[src/tap_pkg.sv]
package tap_pkg;
  // ****************************************************************
  // instruction opcodes and id code layout
  // ****************************************************************
  localparam int          IR_WIDTH       = 3;
  localparam logic [2:0]  OP_EXTEST      = 3'h0;
  localparam logic [2:0]  OP_IDCODE      = 3'h1;
  localparam logic [2:0]  OP_SAMPLE      = 3'h2;
  localparam logic [2:0]  OP_CLAMP       = 3'h3;
  localparam logic [2:0]  OP_HIGHZ       = 3'h4;
  localparam logic [2:0]  OP_BYPASS      = 3'h7;
  localparam logic [2:0]  IR_CAPTURE     = 3'h1;
  localparam int          ID_WIDTH       = 32;
  localparam int          ID_MFR_LSB     = 1;
  localparam int          ID_DEV_LSB     = 12;
  localparam int          ID_VER_LSB     = 28;
  localparam int          BSR_LEN_RESET  = 8;
  localparam int          SYNC_STAGES    = 2;

  typedef enum logic [3:0] {
    ST_RESET, ST_IDLE, ST_SEL_DR, ST_CAP_DR, ST_SHIFT_DR, ST_EXIT1_DR, ST_PAUSE_DR,
    ST_EXIT2_DR, ST_UPD_DR, ST_SEL_IR, ST_CAP_IR, ST_SHIFT_IR, ST_EXIT1_IR,
    ST_PAUSE_IR, ST_EXIT2_IR, ST_UPD_IR
  } tap_state_e;
endpackage : tap_pkg

[src/bit_sync.sv]
`timescale 1ns/1ps
module bit_sync #(
  parameter int WIDTH = 4
) (
  input  wire logic             clk,
  input  wire logic             resetn,
  input  wire logic [WIDTH-1:0] async_in,
  output logic      [WIDTH-1:0] sync_out
);
  logic [WIDTH-1:0] meta_reg;

  initial begin
    if (WIDTH < 1) $error("bit_sync width must be positive");
  end

  // first stage feeds only the second
  always_ff @(posedge clk or negedge resetn) begin
    if (!resetn) begin
      meta_reg <= '0;
      sync_out <= '0;
    end else begin
      meta_reg <= async_in;
      sync_out <= meta_reg;
    end
  end
endmodule : bit_sync

[src/jtag_test_data_registers.sv]
`timescale 1ns/1ps
module jtag_test_data_registers #(
  parameter int          BSR_LEN     = tap_pkg::BSR_LEN_RESET,
  // arbitrary neutral identity values
  parameter logic [10:0] MFR_CODE    = 11'h155,
  parameter logic [15:0] DEVICE_CODE = 16'h1234,
  parameter logic [3:0]  VERSION     = 4'h1
) (
  input  wire logic               clk,
  input  wire logic               resetn,
  input  wire logic               test_clock,
  input  wire logic               test_mode_select,
  input  wire logic               test_data_in,
  input  wire logic               test_async_reset_n,
  output logic                    test_data_out,
  output logic                    test_data_out_en,
  input  wire logic [BSR_LEN-1:0] bsr_capture,
  output logic      [BSR_LEN-1:0] bsr_parallel,
  output logic [2:0]              instruction,
  output logic                    pins_drive_bsr,
  output logic                    pins_highz
);
  // ****************************************************************
  // synchronise pins and find test clock edges
  // ****************************************************************
  logic [3:0] sync_w;
  logic       tck_prev_reg;
  logic       trst_n_s;

  initial begin
    if (BSR_LEN < 1) $error("boundary register needs at least one cell");
  end

  bit_sync #(.WIDTH(4)) u_sync (
    .clk      (clk),
    .resetn   (resetn),
    .async_in ({test_async_reset_n, test_clock, test_mode_select, test_data_in}),
    .sync_out (sync_w)
  );

  wire tdi_s = sync_w[0];
  wire tms_s = sync_w[1];
  wire tck_s = sync_w[2];
  assign trst_n_s = sync_w[3];
  wire tck_rise = tck_s & ~tck_prev_reg;
  wire tck_fall = ~tck_s & tck_prev_reg;

  // ****************************************************************
  // tap controller
  // ****************************************************************
  tap_pkg::tap_state_e state_reg, state_next;

  always_comb begin
    state_next = state_reg;
    case (state_reg)
      tap_pkg::ST_RESET:    state_next = tms_s ? tap_pkg::ST_RESET : tap_pkg::ST_IDLE;
      tap_pkg::ST_IDLE:     state_next = tms_s ? tap_pkg::ST_SEL_DR : tap_pkg::ST_IDLE;
      tap_pkg::ST_SEL_DR:   state_next = tms_s ? tap_pkg::ST_SEL_IR : tap_pkg::ST_CAP_DR;
      tap_pkg::ST_CAP_DR:   state_next = tms_s ? tap_pkg::ST_EXIT1_DR : tap_pkg::ST_SHIFT_DR;
      tap_pkg::ST_SHIFT_DR: state_next = tms_s ? tap_pkg::ST_EXIT1_DR : tap_pkg::ST_SHIFT_DR;
      tap_pkg::ST_EXIT1_DR: state_next = tms_s ? tap_pkg::ST_UPD_DR : tap_pkg::ST_PAUSE_DR;
      tap_pkg::ST_PAUSE_DR: state_next = tms_s ? tap_pkg::ST_EXIT2_DR : tap_pkg::ST_PAUSE_DR;
      tap_pkg::ST_EXIT2_DR: state_next = tms_s ? tap_pkg::ST_UPD_DR : tap_pkg::ST_SHIFT_DR;
      tap_pkg::ST_UPD_DR:   state_next = tms_s ? tap_pkg::ST_SEL_DR : tap_pkg::ST_IDLE;
      tap_pkg::ST_SEL_IR:   state_next = tms_s ? tap_pkg::ST_RESET : tap_pkg::ST_CAP_IR;
      tap_pkg::ST_CAP_IR:   state_next = tms_s ? tap_pkg::ST_EXIT1_IR : tap_pkg::ST_SHIFT_IR;
      tap_pkg::ST_SHIFT_IR: state_next = tms_s ? tap_pkg::ST_EXIT1_IR : tap_pkg::ST_SHIFT_IR;
      tap_pkg::ST_EXIT1_IR: state_next = tms_s ? tap_pkg::ST_UPD_IR : tap_pkg::ST_PAUSE_IR;
      tap_pkg::ST_PAUSE_IR: state_next = tms_s ? tap_pkg::ST_EXIT2_IR : tap_pkg::ST_PAUSE_IR;
      tap_pkg::ST_EXIT2_IR: state_next = tms_s ? tap_pkg::ST_UPD_IR : tap_pkg::ST_SHIFT_IR;
      tap_pkg::ST_UPD_IR:   state_next = tms_s ? tap_pkg::ST_SEL_DR : tap_pkg::ST_IDLE;
      default:              state_next = tap_pkg::ST_RESET;
    endcase
  end

  // ****************************************************************
  // data path selection
  // ****************************************************************
  logic [2:0]               ir_shift_reg;
  logic [tap_pkg::ID_WIDTH-1:0] id_shift_reg;
  logic [tap_pkg::ID_WIDTH-1:0] id_hold_reg;
  logic                     bypass_reg;
  logic [BSR_LEN-1:0]       bsr_shift_reg;

  wire [tap_pkg::ID_WIDTH-1:0] id_value = {VERSION, DEVICE_CODE, MFR_CODE, 1'b1};

  wire sel_bsr = (instruction == tap_pkg::OP_EXTEST) || (instruction == tap_pkg::OP_SAMPLE);
  wire sel_id  = (instruction == tap_pkg::OP_IDCODE) || (state_reg == tap_pkg::ST_RESET);
  wire sel_byp = !sel_bsr && !sel_id;

  wire in_shift_dr = (state_reg == tap_pkg::ST_SHIFT_DR);
  wire in_shift_ir = (state_reg == tap_pkg::ST_SHIFT_IR);
  wire dr_serial   = sel_id  ? id_shift_reg[0] :
                     sel_bsr ? bsr_shift_reg[0] : bypass_reg;
  wire tdo_next    = in_shift_ir ? ir_shift_reg[0] : dr_serial;
  wire tdo_en_next = in_shift_ir || in_shift_dr;
  wire tap_reset   = !trst_n_s;

  // ****************************************************************
  // controller and registers on test clock edges
  // ****************************************************************
  always_ff @(posedge clk or negedge resetn) begin
    if (!resetn) begin
      state_reg    <= tap_pkg::ST_RESET;
      tck_prev_reg <= 1'b0;
    end else begin
      tck_prev_reg <= tck_s;
      if (tap_reset) state_reg <= tap_pkg::ST_RESET;
      else if (tck_rise) state_reg <= state_next;
    end
  end

  always_ff @(posedge clk or negedge resetn) begin
    if (!resetn) begin
      ir_shift_reg  <= tap_pkg::IR_CAPTURE;
      bypass_reg    <= 1'b0;
      bsr_shift_reg <= '0;
      id_shift_reg  <= '0;
    end else if (tck_rise) begin
      if (state_reg == tap_pkg::ST_CAP_IR) ir_shift_reg <= tap_pkg::IR_CAPTURE;
      else if (in_shift_ir) ir_shift_reg <= {tdi_s, ir_shift_reg[2:1]};
      if (sel_byp && state_reg == tap_pkg::ST_CAP_DR) bypass_reg <= 1'b0;
      else if (sel_byp && in_shift_dr) bypass_reg <= tdi_s;
      if (sel_bsr && state_reg == tap_pkg::ST_CAP_DR) bsr_shift_reg <= bsr_capture;
      else if (sel_bsr && in_shift_dr) bsr_shift_reg <= {tdi_s, bsr_shift_reg[BSR_LEN-1:1]};
      // id shifts out lsb first; reset state preloads it
      if (state_reg == tap_pkg::ST_RESET) id_shift_reg <= id_hold_reg;
      else if (sel_id && state_reg == tap_pkg::ST_CAP_DR) id_shift_reg <= id_hold_reg;
      else if (sel_id && in_shift_dr)
        id_shift_reg <= {tdi_s, id_shift_reg[tap_pkg::ID_WIDTH-1:1]};
    end
  end

  // update stages latch on the falling test clock edge
  always_ff @(posedge clk or negedge resetn) begin
    if (!resetn) begin
      instruction  <= tap_pkg::OP_IDCODE;
      bsr_parallel <= '0;
      id_hold_reg  <= '0;
    end else begin
      // held copy never disturbed by shifting
      id_hold_reg <= id_value;
      if (tap_reset || state_reg == tap_pkg::ST_RESET) instruction <= tap_pkg::OP_IDCODE;
      else if (tck_fall && state_reg == tap_pkg::ST_UPD_IR) instruction <= ir_shift_reg;
      if (tck_fall && sel_bsr && state_reg == tap_pkg::ST_UPD_DR) bsr_parallel <= bsr_shift_reg;
    end
  end

  // tdo changes on the falling edge so the tester samples it stably
  always_ff @(posedge clk or negedge resetn) begin
    if (!resetn) begin
      test_data_out    <= 1'b0;
      test_data_out_en <= 1'b0;
      pins_drive_bsr   <= 1'b0;
      pins_highz       <= 1'b0;
    end else begin
      if (tap_reset) test_data_out_en <= 1'b0;
      else if (tck_fall) begin
        test_data_out    <= tdo_next;
        test_data_out_en <= tdo_en_next;
      end
      pins_drive_bsr <= (instruction == tap_pkg::OP_EXTEST) || (instruction == tap_pkg::OP_CLAMP);
      pins_highz     <= (instruction == tap_pkg::OP_HIGHZ);
    end
  end

  // ****************************************************************
  // checks
  // ****************************************************************
  reset_state_a: assert property (
    @(posedge clk) disable iff (!resetn) tap_reset |=> state_reg == tap_pkg::ST_RESET)
    else $error("test reset did not force reset state");

  reset_idcode_a: assert property (
    @(posedge clk) disable iff (!resetn) state_reg == tap_pkg::ST_RESET |=> instruction == tap_pkg::OP_IDCODE)
    else $error("reset state did not select idcode");

  ir_capture_a: assert property (
    @(posedge clk) disable iff (!resetn)
    (tck_rise && state_reg == tap_pkg::ST_CAP_IR && !tap_reset) |=> ir_shift_reg[1:0] == 2'h1)
    else $error("ir capture pattern wrong");

  id_fixed_one_a: assert property (
    @(posedge clk) disable iff (!resetn)
    (tck_rise && sel_id && state_reg == tap_pkg::ST_CAP_DR && !tap_reset)
      |=> id_shift_reg[0] == 1'b1)
    else $error("id code lsb not one");

  id_hold_a: assert property (
    @(posedge clk) disable iff (!resetn) in_shift_dr |=> id_hold_reg == $past(id_hold_reg))
    else $error("held id changed while shifting");

  id_shift_a: assert property (
    @(posedge clk) disable iff (!resetn)
    (tck_rise && sel_id && in_shift_dr && !tap_reset)
      |=> id_shift_reg[tap_pkg::ID_WIDTH-2:0] == $past(id_shift_reg[tap_pkg::ID_WIDTH-1:1]))
    else $error("id did not shift lsb first");

  bypass_shift_a: assert property (
    @(posedge clk) disable iff (!resetn)
    (tck_rise && sel_byp && in_shift_dr) |=> bypass_reg == $past(tdi_s))
    else $error("bypass stage missed data in");

  bsr_hold_a: assert property (
    @(posedge clk) disable iff (!resetn)
    !(tck_fall && state_reg == tap_pkg::ST_UPD_DR) |=> bsr_parallel == $past(bsr_parallel))
    else $error("boundary output changed outside update");

  ir_update_a: assert property (
    @(posedge clk) disable iff (!resetn)
    (tck_fall && state_reg == tap_pkg::ST_UPD_IR && !tap_reset) |=> instruction == $past(ir_shift_reg))
    else $error("instruction not latched at update");
endmodule : jtag_test_data_registers

[config.mk]
export PLATFORM = sky130hd
export DESIGN_NAME = jtag_test_data_registers
export DESIGN_NICKNAME = d
export VERILOG_FILES = /design/src/tap_pkg.sv /design/src/bit_sync.sv /design/src/jtag_test_data_registers.sv
export SDC_FILE = /design/constraint.sdc
export NUM_CORES = 1
export LEC_CHECK = 0
export ABC_AREA = 1
export ABC_CLOCK_PERIOD_IN_PS = 2900
export BUFFER_PORTS_ARGS = -buffer_cell sky130_fd_sc_hd__buf_2
export CORE_ASPECT_RATIO = 1.5
export CORE_UTILIZATION = 46
export CTS_CLUSTER_DIAMETER = 120
export DETAILED_ROUTE_END_ITERATION = 12
export GPL_ROUTABILITY_DRIVEN = 1
export MAX_ROUTING_LAYER = met4
export PLACE_DENSITY_LB_ADDON = 0.05
export SKIP_CTS_REPAIR_TIMING = 1
export SLEW_MARGIN = 20
export SYNTH_ARGS = -nofsm -noshare
export SYNTH_HDL_FRONTEND = slang
export SYNTH_SLANG_ARGS = --single-unit
export TNS_END_PERCENT = 50
[constraint.sdc]
create_clock -name clk -period 2.9 [get_ports clk]
set_clock_uncertainty 0.2 [all_clocks]
set_input_delay 0.58 -clock clk [delete_from_list [all_inputs] [get_ports clk]]
set_output_delay 0.58 -clock clk [all_outputs]
set_load 0.01 [all_outputs]
# Word level (Yosys, flattened, before mapping)
# Cells that the tools add are included.
[totals]
inputBits = 14
reg_bits = 73
elab_cells = 104
output_inout_bits = 15
[op_classes]
n_reduce_logical = 33
mux = 31
n_bitwise = 4
eq_ne = 21
[ops]
columns = ["cell", "n"]
rows = [
  ["32-bit 2-to-1 mux", 3],
  ["4-bit case mux with 12 select lines", 1],
  ["4-bit equality test, second input constant", 8],
  ["4-bit 2-to-1 mux", 6],
  ["3-bit 2-to-1 mux", 6],
  ["4-bit by 3-bit equality test with 1-bit output, second input constant", 4],
  ["8-bit 2-to-1 mux", 2],
  ["1-bit logical AND", 10],
  ["1-bit 2-to-1 mux", 10],
  ["2-bit AND reduction", 5],
  ["4-bit by 2-bit equality test with 1-bit output, second input constant", 2],
  ["2-bit nonzero test", 4],
  ["3-bit by 2-bit equality test with 1-bit output, second input constant", 2],
  ["2-bit 2-to-1 mux", 3],
  ["1-bit logical OR", 5],
  ["4-bit by 1-bit equality test with 1-bit output, second input constant", 1],
  ["4-bit logical NOT", 1],
  ["2-bit != test, second input constant", 2],
  ["2-bit OR reduction", 2],
  ["3-bit by 1-bit equality test with 1-bit output, second input constant", 1],
  ["3-bit equality test, second input constant", 1],
  ["1-bit logical NOT", 3],
  ["3-bit logical NOT", 1],
  ["3-bit nonzero test", 1],
  ["other kinds (3)", 5],
]

# Depth between registers and ports, before layout
[logic_depth]
ltp_word = 7
depth_mapped = 10

# Modules after synthesis
# A second synthesis with hierarchy kept.
[unflattened]
hier_cells = 435
hier_area_um2 = 3557.2
[modules_own_cells]
columns = ["mod", "area_per_inst_um2", "n_inst", "cells_each"]
rows = [
  ["jtag_test_data_registers", 3357.0, 1, 427],
  ["bit_sync", 200.2, 1, 8],
]

# Worst setup path before layout
# OpenSTA, ideal clock, no wires.
[synth_timing]
path_type = "register to register"
start = "register instruction[0]"
end = "register id_shift_reg[14] (netlist bit)"
path_stages_with_launch = 9
setup_slack_ns = 1.285
arrival_ns = 1.298
path_buffers = 1
required_time_ns = 2.583
cell_sequence = "dfstp_2 > nand3_1 > inv_1 > nand2_2 > nand2_2 > nand2_1 > buf_2 > nand3_1 > nand2_1"
[synth_between]
elab_chain_len = 5
word_cells_on_any_way = 8
classes_between = "1 x eq/ne; 2 x mux; 5 x reduce/logical"
[synth_rtl]
columns = ["item", "line", "text"]
rows = [
  ["from (decl)", "jtag_test_data_registers.sv:19", "output logic [2:0] instruction,"],
  ["from (signal assigned)", "jtag_test_data_registers.sv:137", "instruction <= tap_pkg::OP_IDCODE;"],
  ["from (signal assigned)", "jtag_test_data_registers.sv:143", "if (tap_reset || state_reg == tap_pkg::ST_RESET) instruction <= tap_pkg::OP_IDCODE;"],
  ["from (signal assigned)", "jtag_test_data_registers.sv:144", "else if (tck_fall && state_reg == tap_pkg::ST_UPD_IR) instruction <= ir_shift_reg;"],
  ["3-bit by 1-bit equality test with 1-bit output (*)", "jtag_test_data_registers.sv:88", "wire sel_id = (instruction == tap_pkg::OP_IDCODE) || (state_reg == tap_pkg::ST_RESET);"],
  ["1-bit logical OR (*)", "jtag_test_data_registers.sv:88", ""],
  ["1-bit logical AND, on equally long branches", "jtag_test_data_registers.sv:128, jtag_test_data_registers.sv:129", ""],
  ["3-bit nonzero test (no line) or 32-bit 2-to-1 mux (tied branches)", "--", ""],
  ["2-bit AND reduction (no line) or 32-bit 2-to-1 mux (tied branches)", "--", ""],
  ["to (signal assigned)", "jtag_test_data_registers.sv:127", "if (state_reg == tap_pkg::ST_RESET) id_shift_reg <= id_hold_reg;"],
  ["to (signal assigned)", "jtag_test_data_registers.sv:128", "else if (sel_id && state_reg == tap_pkg::ST_CAP_DR) id_shift_reg <= id_hold_reg;"],
  ["to (signal assigned)", "jtag_test_data_registers.sv:130", "id_shift_reg <= {tdi_s, id_shift_reg[tap_pkg::ID_WIDTH-1:1]};"],
  ["to (decl)", "jtag_test_data_registers.sv:80", "logic [tap_pkg::ID_WIDTH-1:0] id_shift_reg;"],
]
# Every way passes the cells marked *; elsewhere a longest branch is shown, timed or not.
# A chain may end at the register's enable or synchronous reset.

# Worst setup path in the final report
[layout_timing]
start = "register state_reg[2]"
end = "register id_shift_reg[8] (netlist bit)"
[layout_between]
elab_chain_len = 5
word_cells_on_any_way = 10
classes_between = "2 x eq/ne; 2 x mux; 6 x reduce/logical"
[layout_rtl]
columns = ["item", "line", "text"]
rows = [
  ["from (decl)", "jtag_test_data_registers.sv:51", "tap_pkg::tap_state_e state_reg, state_next;"],
  ["from (signal assigned)", "jtag_test_data_registers.sv:104", "state_reg <= tap_pkg::ST_RESET;"],
  ["from (signal assigned)", "jtag_test_data_registers.sv:108", "if (tap_reset) state_reg <= tap_pkg::ST_RESET;"],
  ["from (signal assigned)", "jtag_test_data_registers.sv:109", "else if (tck_rise) state_reg <= state_next;"],
  ["4-bit logical NOT", "jtag_test_data_registers.sv:88, jtag_test_data_registers.sv:127", ""],
  ["1-bit logical OR", "jtag_test_data_registers.sv:88", ""],
  ["1-bit logical AND, on equally long branches", "jtag_test_data_registers.sv:128, jtag_test_data_registers.sv:129", ""],
  ["3-bit nonzero test (no line) or 32-bit 2-to-1 mux (tied branches)", "--", ""],
  ["2-bit AND reduction (no line) or 32-bit 2-to-1 mux (tied branches)", "--", ""],
]
# Several ways; a longest one is shown, not always the timed one.

==> key figures <==
Setup path
  – Top cell by count, worst path: nand2_4
  – Critical path buffer and inverter count: 1
  – Arrival @ worst endpoint: 2.27 ns
  – CP max stage cell: dfrtp_1
  – Critical-path maximum fanout: 52
  – Family with the most delay on the worst path: simple AND/OR/NAND/NOR gates
  – CP Cell Sequence: nor2_8 -> nand2_4 -> inv_2 -> nand2_2 -> nand2_4 -> nand2_1 -> o21ai_1
  – Startpoint types: flop
  – Critical path class: flop to flop
  – CP max stage delay: 0.55 ns
  – WP data required: 2.94 ns
  – CP endpoint kind: flop

Place
  – Post-DP Area: 3750 um2
  – Dpl hpwl: 5110 um
  – I/O Buffers: 28
  – Setup Slack @ Placement: 0.681 ns
  – Placed insts: 554
  – Routability congestion estimate: 0.870

Drt
  – DR iter-0 viols: 189
  – Drt pass-1 iters: 5
  – DRC viols: 0
  – WL per Instance: 13.0 um
  – DRT antenna net count: 0
  – Vias: 2809
  – Mean number of vias per cell: 4.93
  – Detailed Route WL: 7400 um

Synth
  – Cells after Synth: 440
  – Post-synth cell types: 28
  – Number of flops mapped to enable cells by yosys: 0
  – Synth top area cells: dfrtp_1, nand2_1, nand3_1
  – Post-Syn Area per Cell: 8.15 um2
  – Syn Nets: 454
  – Mapped Area: 3590 um2
  – Async S/R FF share, synth: 100%
  – Synth Register Bits: 73
  – Most frequent cell after synthesis: nand2_1
  – Top cells by count, synth: nand2_1, dfrtp_1, inv_1, nand3_1, nor2_1
  – Register area share after synthesis: 51.0%
  – Primary FF master, synth: dfrtp_1
  – Cell taking the most area after synthesis: dfrtp_1
  – Yosys warns: 0
  – Synth top area share: 49.5%

Timing
  – Setup ws final: 0.669 ns
  – Final hold vios: 1
  – Fin crit share: 76.9%
  – Worst-Margin Slew: 0.540 ns
  – RSZ-0062 raised after global routing: false
  – Worst slew margin relative to its limit: 63.7%
  – Setup-failing EPs final: 0
  – Final TNS setup: 0 ns
  – Final hold slack: -0.000541 ns
  – FMAX: 448 MHz
  – Period minus WS final: 2.23 ns
  – Slew Limit Fails: 0

Pwr
  – Final Power: 0.00245 W
  – PwrDens: 600 nW/um2
  – VDD IR max: 0.000393 V
  – Pleak: 2.03 nW

GRT
  – First-pass GRT wire length: 12400 um
  – GRT Residual Overflow: 0
  – Vias in the first global route: 2662
  – GRT Util Overall: 20.8%
  – Initial antenna violation count: 0
  – Largest net degree at the start of global routing: 53

CTS
  – Clock sinks: 73
  – CTS tree: done
  – Worst-Skew Late Latency: 0.33 ns
  – Max H-tree Level: 3
  – CTS Buf Count: 9
  – Clock Pin Slew Worst Setup and Hold Paths: 0.06 ns
  – Clk root buf: clkbuf_16
  – CTS Buffer Depth: 2

Floorplan
  – Die area: 8160 um2
  – Initial Utilization: 47.4%
  – Die Y-Extent: 110 um
  – Core region area: 7560 um2
  – Row Count: 39
  – I/O pin count: 29
  – Chip width: 74.1 um

Worst hold path
  – Hold crit path type: primary input to async pin

Layout
  – Final nets: 477
  – Max reg flops: 32
  – Non-filler cells, final: 570
  – Area Growth Syn to Fin: 13.7%
  – Share of cells above drive strength 1: 16.2%
  – Post-route cell area: 4080 um2
  – ANT cells: 0

Run status
  – Failing checks: negative hold slack
  – Status: complete, but fails checks

Flow run
  – # Max-Cap Violations: 0
==> worst paths after layout <==
check                                      to  slack, ns  cells past startpoint               start
min reg2reg                u_sync.sync_out[1]       0.15                      0  u_sync.meta_reg[1]
max in group asynchronous    id_shift_reg[12]       1.94                      2              resetn
min in group clk           u_sync.sync_out[1]       0.15                      0  u_sync.meta_reg[1]
min                        u_sync.sync_out[1]    -0.0005                      1              resetn
max                           id_shift_reg[8]       0.67                      7        state_reg[2]
max reg2reg                   id_shift_reg[8]       0.67                      7        state_reg[2]
==> kinds of logic after synthesis <==
logic type | after synthesis | synth area share (%)
other | 1 | 0.105
buffers and inverters | 83 | 10.9
AOI/OAI and AO/OA | 57 | 8.20
DFF | 73 | 51.0
and+or+nand+nor | 226 | 29.8
==> area by class of cell <==
cell class	instances	area (um2)
multi-input cells	284	1370
clock buffers	11	253
fillers	727	3480
clock inverters	5	77.6
repair buffers	32	185
flip-flops and latches	73	1830
well taps	102	128
inverters	63	239
==> placed cells by master (no fill, tap or decap) <==
| cell | count |
|---|---|
| nand3b_1 | 2 |
| nand4_2 | 1 |
| inv_2 | 4 |
| clkbuf_8 | 2 |
| nand3_4 | 1 |
| a21oi_1 | 6 |
| nand2_4 | 3 |
| dfstp_2 | 2 |
| buf_12 | 1 |
| nor2_4 | 2 |
| inv_4 | 1 |
| clkbuf_16 | 9 |
| dfrtp_1 | 71 |
| nand3_1 | 56 |
| clkinv_2 | 2 |
| nor3_1 | 3 |
| nand2_2 | 8 |
| nor2_2 | 2 |
| nand2_1 | 108 |
| nor2_1 | 36 |
| buf_4 | 4 |
| bufinv_16 | 2 |
| inv_1 | 58 |
| clkinvlp_4 | 1 |
| o21ai_0 | 26 |
| o32ai_1 | 1 |
| nor3_2 | 1 |
| o21ai_1 | 22 |
| conb_1 | 1 |
| o211ai_1 | 2 |
| nor2_8 | 3 |
| buf_2 | 27 |
==> where the power goes <==
part           total, W  leakage, nW  switching [W]  internal (W)
sequential      0.00109        0.926      0.0000261       0.00107
clock           0.00121        0.162       0.000409      0.000796
combinational  0.000151        0.942       0.000100     0.0000504
total           0.00245         2.03       0.000535       0.00191
==> per-layer routing <==
layer	track usage [%]	part of all wire (%)
met1	24.6	42
met2	34.0	52
met3	3.45	2.7
met4	10.2	3.0
met5	-	0
==> per-stage QoR <==
stage | hold slack [ns] | utilization, %
finish | -0.000541 | 53.9
floorplan | 0.0844 | -
detailed placement | 0.135 | 49.6
global placement | 0.134 | 49.6
CTS | 0.00752 | 53.9
global route | 0.0330 | 53.9
==> worst reg2reg max path: stages, from the launching register on <==
cell and delay [ns]:
dfrtp_1 0.55, nor2_8 0.23, nand2_4 0.16, inv_2 0.12
nand2_2 0.19, nand2_4 0.46, nand2_1 0.14, o21ai_1 0.11
No activity file was read; power rests on OpenSTA's default activity.
